### config.mk
export PLATFORM = sky130hd
export DESIGN_NAME = plt_phy_link
export DESIGN_NICKNAME = d
export VERILOG_FILES = /design/src/include/plt_pkg.sv /design/src/core/plt_phy_link.sv
export SDC_FILE = /design/constraint.sdc
export NUM_CORES = 1
export LEC_CHECK = 0
export ABC_CLOCK_PERIOD_IN_PS = 2200
export BUFFER_PORTS_ARGS = -buffer_cell sky130_fd_sc_hd__buf_2
export CAP_MARGIN = 20
export CORE_AREA = 2 2 92 94
export DETAILED_ROUTE_END_ITERATION = 10
export DIE_AREA = 0 0 94 96
export HOLD_SLACK_MARGIN = 0.1
export PLACE_DENSITY_LB_ADDON = 0.25
export SKIP_LAST_GASP = 1
export SLEW_MARGIN = 20
export SYNTH_ARGS = -nofsm -noshare
export SYNTH_HDL_FRONTEND = slang
export SYNTH_SLANG_ARGS = --single-unit
### constraint.sdc
create_clock -name REF_CLK -period 2.2 [get_ports REF_CLK]
set_input_delay 0 -clock REF_CLK [delete_from_list [all_inputs] [get_ports REF_CLK]]
set_output_delay 0 -clock REF_CLK [all_outputs]
set_load 0.02 [all_outputs]
### src/include/plt_pkg.sv
package plt_pkg;
   // =========================================================
   // control and data pair encodings
   localparam logic [1:0] PLT_CTL_IDLE = 2'h0;
   localparam logic [1:0] PLT_CTL_STATUS = 2'h1; // phy driven
   localparam logic [1:0] PLT_CTL_RECEIVE = 2'h2; // phy driven
   localparam logic [1:0] PLT_CTL_GRANT = 2'h3; // phy driven
   localparam logic [1:0] PLT_CTL_HOLD = 2'h1; // link driven
   localparam logic [1:0] PLT_CTL_LINK_TX = 2'h2; // link driven
   localparam logic [1:0] PLT_SPEED_CODE = 2'h0; // backplane speed code
   localparam logic [1:0] PLT_D_ALL_HIGH = 2'h3;
   localparam logic [1:0] PLT_D_ZERO = 2'h0;

   // =========================================================
   // serial bus rates and transmit bit cell limits
   localparam int PLT_CLK_PERIOD_PS = 50000;
   localparam int PLT_RATE_SLOW_KBPS = 49152;
   localparam int PLT_RATE_FAST_KBPS = 98304;
   localparam int PLT_ARB_CLK_KHZ = 49152;
   localparam int PLT_CELL_FAST_PS = 9440;
   localparam int PLT_CELL_SLOW_PS = 19440;
   // least times round up, never below one cycle
   localparam int PLT_CELL_FAST_CYC = (PLT_CELL_FAST_PS + PLT_CLK_PERIOD_PS - 1)
      / PLT_CLK_PERIOD_PS;
   localparam int PLT_CELL_SLOW_CYC = (PLT_CELL_SLOW_PS + PLT_CLK_PERIOD_PS - 1)
      / PLT_CLK_PERIOD_PS;
   localparam int PLT_GAP_CYC_DEF = 4;
   // decisions skipped after the lines are handed to the link: the
   // registered copies still hold the phy's idle and the empty turnaround
   localparam int PLT_TURN_CYC = 2;
   localparam int PLT_CNT_W = 8;

   // =========================================================
   // states, one-hot
   typedef enum logic [8:0] {
      PLT_IDLE = 9'h001,
      PLT_GRANT = 9'h002,
      PLT_GRANT_IDLE = 9'h004,
      PLT_LINK_OWN = 9'h008,
      PLT_RELEASE = 9'h010,
      PLT_HOLD_WAIT = 9'h020,
      PLT_RX_HEAD = 9'h040,
      PLT_RX_SPEED = 9'h080,
      PLT_RX_DATA = 9'h100
   } plt_state_t;

   // a pin bundle with output enable
   typedef struct packed {
      logic [1:0] o;
      logic [1:0] oe;
   } plt_pair_t;

   // whole state of the block
   typedef struct packed {
      plt_state_t state;
      plt_pair_t ctl;
      plt_pair_t dat;
      logic [1:0] ctl_in_q;
      logic [1:0] d_in_q;
      logic in_packet;
      logic end_hold;
      logic [PLT_CNT_W-1:0] cnt;
      logic [PLT_CNT_W-1:0] tx_cell_cnt;
      logic tx_valid;
      logic [1:0] tx_data;
      logic [1:0] bp_oe;
      logic data_on;
      logic totem;
      logic rx_ready;
   } plt_reg_t;
endpackage

### src/core/plt_phy_link.sv
`timescale 1ns/1ps
module plt_phy_link
   import plt_pkg::*;
#(
   parameter int GAP_CYC = PLT_GAP_CYC_DEF
) (
   // clock, reset, enable
   input wire logic REF_CLK,
   input wire logic RST_B,
   input wire logic CE,
   // link side
   input wire logic LINK_REQUEST_LINE,
   input wire logic [1:0] CONTROL_PAIR_I,
   output logic [1:0] CONTROL_PAIR_O,
   output logic [1:0] CONTROL_PAIR_OE,
   input wire logic [1:0] DATA_PAIR_I,
   output logic [1:0] DATA_PAIR_O,
   output logic [1:0] DATA_PAIR_OE,
   // arbitration and serial receive
   input wire logic ARB_WON,
   input wire logic SPEED_FAST,
   input wire logic RX_START,
   input wire logic RX_VALID,
   input wire logic [1:0] RX_PAIR,
   input wire logic RX_LAST,
   output logic RX_READY,
   // serial transmit
   output logic TX_VALID,
   output logic [1:0] TX_PAIR,
   output logic [1:0] BP_DRIVE_OE,
   output logic DATA_ON,
   output logic DRV_TOTEM
);

   plt_reg_t r_reg;
   plt_reg_t r_next;

   // =========================================================
   // next state
   always_comb begin
      r_next = r_reg;
      // registered copies let decisions lag a cycle safely
      r_next.ctl_in_q = CONTROL_PAIR_I;
      r_next.d_in_q = DATA_PAIR_I;
      r_next.tx_valid = 1'b0;
      r_next.data_on = 1'b0;
      if (r_reg.tx_cell_cnt != '0) begin
         r_next.tx_cell_cnt = r_reg.tx_cell_cnt - 1'b1;
      end
      case (r_reg.state)
         PLT_IDLE: begin
            r_next.ctl = '{o: PLT_CTL_IDLE, oe: 2'h3};
            r_next.dat = '{o: PLT_D_ZERO, oe: 2'h3};
            r_next.totem = 1'b0;
            // an arriving packet beats a pending request
            if (RX_START) begin
               r_next.ctl.o = PLT_CTL_RECEIVE;
               r_next.dat.o = PLT_D_ALL_HIGH;
               r_next.state = PLT_RX_HEAD;
            end else if (LINK_REQUEST_LINE && ARB_WON) begin
               r_next.ctl.o = PLT_CTL_GRANT;
               r_next.state = PLT_GRANT;
            end
         end
         PLT_RX_HEAD: begin
            r_next.dat.o = PLT_SPEED_CODE;
            r_next.totem = 1'b1;
            r_next.state = PLT_RX_SPEED;
         end
         PLT_RX_SPEED: begin
            // speed slot is never part of the forwarded pairs
            if (RX_VALID) begin
               r_next.dat.o = RX_PAIR;
               r_next.state = PLT_RX_DATA;
               if (RX_LAST) begin
                  r_next.state = PLT_IDLE;
               end
            end
         end
         PLT_RX_DATA: begin
            r_next.ctl.o = PLT_CTL_RECEIVE;
            if (RX_VALID) begin
               r_next.dat.o = RX_PAIR;
               if (RX_LAST) begin
                  r_next.state = PLT_IDLE;
               end
            end
         end
         PLT_GRANT: begin
            r_next.ctl.o = PLT_CTL_IDLE;
            r_next.state = PLT_GRANT_IDLE;
         end
         PLT_GRANT_IDLE: begin
            // release the lines; the link picks them up a cycle on
            r_next.ctl.oe = 2'h0;
            r_next.dat.oe = 2'h0;
            r_next.in_packet = 1'b0;
            r_next.end_hold = 1'b0;
            r_next.cnt = PLT_CNT_W'(PLT_TURN_CYC);
            r_next.state = PLT_LINK_OWN;
         end
         PLT_LINK_OWN: begin
            // without this wait our own idle would read as a release
            if (r_reg.cnt != '0) begin
               r_next.cnt = r_reg.cnt - 1'b1;
            end else if (r_reg.ctl_in_q == PLT_CTL_LINK_TX) begin
               // transmit may come with no hold first
               r_next.tx_valid = 1'b1;
               r_next.tx_data = r_reg.d_in_q;
               r_next.totem = 1'b1;
               r_next.in_packet = 1'b1;
               r_next.end_hold = 1'b0;
               r_next.tx_cell_cnt = SPEED_FAST ? PLT_CNT_W'(PLT_CELL_FAST_CYC)
                  : PLT_CNT_W'(PLT_CELL_SLOW_CYC);
            end else if (r_reg.ctl_in_q == PLT_CTL_HOLD) begin
               r_next.data_on = 1'b1;
               if (r_reg.in_packet) begin
                  r_next.end_hold = 1'b1;
                  r_next.in_packet = 1'b0;
               end
            end else if (r_reg.in_packet) begin
               r_next.in_packet = 1'b0; // first idle after packet
               r_next.totem = 1'b0;
            end else if (r_reg.end_hold) begin
               // hold then idle: keep the bus for another packet
               r_next.cnt = PLT_CNT_W'(GAP_CYC);
               r_next.data_on = 1'b1;
               r_next.state = PLT_HOLD_WAIT;
            end else if (r_reg.tx_cell_cnt == '0 && !r_reg.totem) begin
               r_next.state = PLT_RELEASE;
            end
         end
         PLT_HOLD_WAIT: begin
            r_next.data_on = 1'b1;
            r_next.totem = 1'b0;
            if (r_reg.cnt == '0) begin
               r_next.ctl = '{o: PLT_CTL_GRANT, oe: 2'h3};
               r_next.dat = '{o: PLT_D_ZERO, oe: 2'h3};
               r_next.state = PLT_GRANT;
            end else begin
               r_next.cnt = r_reg.cnt - 1'b1;
            end
         end
         PLT_RELEASE: begin
            // lines go back to the phy, driven as idle and zero
            r_next.ctl = '{o: PLT_CTL_IDLE, oe: 2'h3};
            r_next.dat = '{o: PLT_D_ZERO, oe: 2'h3};
            r_next.state = PLT_IDLE;
         end
         default: begin
            r_next.state = PLT_IDLE;
         end
      endcase
      // driven line means 1; totem may also drive released level
      r_next.bp_oe = r_next.tx_data | {2{r_next.totem}};
      r_next.rx_ready = (r_next.state == PLT_RX_SPEED) || (r_next.state == PLT_RX_DATA);
   end

   // =========================================================
   // state register
   always_ff @(posedge REF_CLK or negedge RST_B) begin
      if (!RST_B) begin
         r_reg <= '{state: PLT_IDLE, ctl: '{o: PLT_CTL_IDLE, oe: 2'h0},
                    dat: '{o: PLT_D_ZERO, oe: 2'h0}, default: '0};
      end else if (CE) begin
         r_reg <= r_next;
      end
   end

   // =========================================================
   // outputs straight from flops
   assign CONTROL_PAIR_O = r_reg.ctl.o;
   assign CONTROL_PAIR_OE = r_reg.ctl.oe;
   assign DATA_PAIR_O = r_reg.dat.o;
   assign DATA_PAIR_OE = r_reg.dat.oe;
   assign TX_VALID = r_reg.tx_valid;
   assign TX_PAIR = r_reg.tx_data;
   assign BP_DRIVE_OE = r_reg.bp_oe;
   assign DATA_ON = r_reg.data_on;
   assign DRV_TOTEM = r_reg.totem;
   assign RX_READY = r_reg.rx_ready;

endmodule

==> key figures <==
Run status
  – Status: finished clean

Setup path
  – Startpoint of the worst register-to-register path: r_reg[16]
  – Startpoint type of the worst setup path: flop
  – Peak per-stage delay on the critical path: 0.43 ns
  – Endpoint of the worst-slack reg-to-reg timing path: BP_DRIVE_OE[1]
  – Setup CP Type: reg2reg
  – Minimum setup slack among reg-to-reg paths: 0.13 ns
  – Buffering stage count on the worst path with inverters included: 1
  – Cell-by-cell trace of the critical path: inv_1, ha_1, or3b_4, nor4b_2, o22ai_1, a21o_1, o32a_1
  – Crit path required time: 2.40 ns
  – Family with the most delay on the worst path: simple AND/OR/NAND/NOR gates
  – CP Max Fanout: 4
  – R2R cell count: 7
  – Cell with the largest stage delay on the worst path: or3b_4
  – Crit path capture type: flop
  – Arrival time reported for the critical path endpoint: 2.27 ns

Synth
  – Number of nets in the synthesized netlist: 297
  – Number of enable-type register cells in the synthesized netlist: 0
  – Part of the Yosys area used for sequential elements: 40.4%
  – Unique masters post-synth: 63
  – Synthesis Warnings: 0
  – Ys flop type: dfrtp_1
  – Mean post-synth cell area: 9.82 um2
  – Synth Cell Area: 2730 um2
  – Area contributors post-synth: dfrtp_1 (39%), o21ai_0 (4.4%), buf_4 (3.3%), mux2_2 (3.3%), nor2_1 (2.3%)
  – Post-synthesis instance total: 278
  – Portion of synthesized cell area occupied by the leading cell type: 39.4%
  – Flops & latches, synth: 44
  – Most area-hungry cell type in the Yosys netlist: dfrtp_1
  – Share of async-settable or async-resettable flops after synthesis: 100%

Die
  – Vertical die dimension: 96 um
  – Die area: 9020 um2
  – Boundary Pins: 31
  – Placeable Area: 8050 um2
  – Initial core utilization: 33.9%
  – Core Rows: 33
  – Overall die width: 94 um

Global routing
  – Residual overflow from global routing: 0
  – Antenna violations before repair: 0
  – Maximum number of pins on one net before global-route repair: 28
  – First-pass GRT wire length: 11500 um
  – Via count of the first global-routing pass: 2314
  – Combined global-route utilization of all metal layers: 16.3%

Routing
  – Number of remaining DRC errors: 0
  – 1st-iter DRT viols: 132
  – Average wire length per cell after detail routing: 15.2 um
  – Via count normalized by instance count: 5.26
  – First-pass DRT Iterations: 4
  – Number of nets with antenna violations after routing: 0
  – Vias: 2341
  – DRT Wirelength: 6780 um

Placed design
  – Final Wtd Congestion: 0.867
  – Post-DP HPWL: 5100 um
  – Buffers on Ports: 29
  – Post-DP Area: 3130 um2
  – Pre-CTS setup slack: -0.0466 ns
  – # placed instances: 424

Layout
  – Commonest cells after routing, fill and taps aside: dfrtp_1 (43), buf_4 (39), buf_2 (29)
  – FILL cells: 809
  – Storage element area: 1100 um2
  – Most common cell after layout, fill and taps aside: dfrtp_1
  – Nets: 358
  – Max FFs per register: 31
  – Area of all placed cells without fillers: 3400 um2
  – Combined area of the multi-input logic cells: 1430 um2
  – Non-Filler Instances: 445
  – Ratio of cells with drive above 1 in the final layout: 31.2%
  – Area Growth Syn to Fin: 24.6%
  – Number of antenna cells inserted: 0

Power
  – Static leakage: 0.00153 uW
  – Max VDD drop: 367 uV
  – Power per Cell Area: 930 nW/um2

STA
  – Final worst-path setup slack: 0.125 ns
  – Fin Hold WS: 0.207 ns
  – Clock tree skew after final layout: 0.0157 ns
  – Pin slew with the least headroom to its limit: 0.549 ns
  – Count of final max-slew check failures: 0
  – Highest achievable clock rate: 482 MHz
  – Setup violators final: 0
  – Hold Violations, Final: 0
  – Period utilisation layout: 94.3%
  – Clock period minus final worst setup slack: 2.07 ns
  – Setup repair after global routing missed its margin: true
  – Max-slew headroom: 63.4%

Clocking
  – Clk Latency, worst-skew pair: 0.31 ns
  – Clock-pin slew on the worst setup and hold paths: 0.10 ns
  – Post-CTS Setup Inserts: 0
  – Clock tree root driver cell: clkbuf_8
  – CTS tree: built
  – Total CTS buffers: 5
  – Clock sink count: 44
  – Max clock buf depth: 2
  – Number of H-tree levels: 2

Run
  – Count of maximum capacitance violations: 0

Min path
  – Class of the worst hold path: in2async
metal layers:
metal / GRT usage [%] / routed length, um
met4: 5.31 / 95
met5: 0 / 0
met1: 22.1 / 3190
met3: 2.98 / 277
met2: 26.4 / 3210
layout make-up:
type,count,share of cell area (%)
well taps,105,3.86
inverters,15,1.66
multi-input cells,192,41.9
repair buffers,81,16.7
flip-flops and latches,44,32.4
clock inverters,3,1.40
clock buffers,5,2.02
timing repair:
action / in CTS / in global routing
gates resized for setup: 1 / 6
hold buffers: 13 / 0
setup endpoints to repair: 2 / 14
hold endpoints to repair: 33 / 0
pin swaps: 0 / 0
kinds of logic (layout without fill, tap and decap cells):
logic type | after synthesis | after routing | synth area share, %
AO/OA/AOI/OAI | 87 | 87 | 23.8
XOR/XNOR | 5 | 5 | 1.60
adder cells (fa/ha/maj) | 4 | 4 | 1.83
buffers and inverters | 42 | 104 | 8.39
flip-flops | 44 | 44 | 40.4
multiplexers | 10 | 10 | 4.40
AND/OR/NAND/NOR | 86 | 86 | 19.6
cells in the mapped netlist, types with 5 or more instances:
cell type	number
o2bb2ai_1	5
nand2_1	11
nand4_1	6
mux2_2	8
buf_2	9
a21oi_1	5
inv_1	15
a22o_1	5
buf_4	12
nor3_1	8
nor4_1	5
a211o_1	7
o21ai_0	24
a21o_1	6
nor2_1	17
xor2_1	5
dfrtp_1	43
how the worst max path moves through the flow:
| stage | start | endpoint | slack [ns] | cells after the start |
|---|---|---|---|---|
| 2_1_floorplan | r_reg[16] | BP_DRIVE_OE[0] | 0.13 | 7 |
| 3_3_place_gp | r_reg[16] | BP_DRIVE_OE[1] | 0.02 | 7 |
| 3_5_place_dp | r_reg[16] | BP_DRIVE_OE[1] | -0.05 | 7 |
| 4_1_cts | r_reg[16] | CONTROL_PAIR_O[1] | 0.005 | 7 |
| 5_1_grt | r_reg[42] | r_reg[11] | -0.01 | 6 |
| 6_report | r_reg[16] | BP_DRIVE_OE[1] | 0.13 | 7 |
where the power goes:
group	leakage [uW]	internal [uW]	switching, uW
combinational	0.000913	665	708
sequential	0.000559	988	150
clock	0.0000583	342	310
total	0.00153	2000	1170
through the flow:
stage               util [%]  total power, uW  TNS, ns
finish                  42.2             3160        0
floorplan                  -             2060        0
detailed placement      38.8             2490  -0.0830
CTS                     42.0             3160        0
global placement        38.8             2470        0
global route            42.2             3400  -0.0227
No activity file was read; power rests on OpenSTA's default activity.
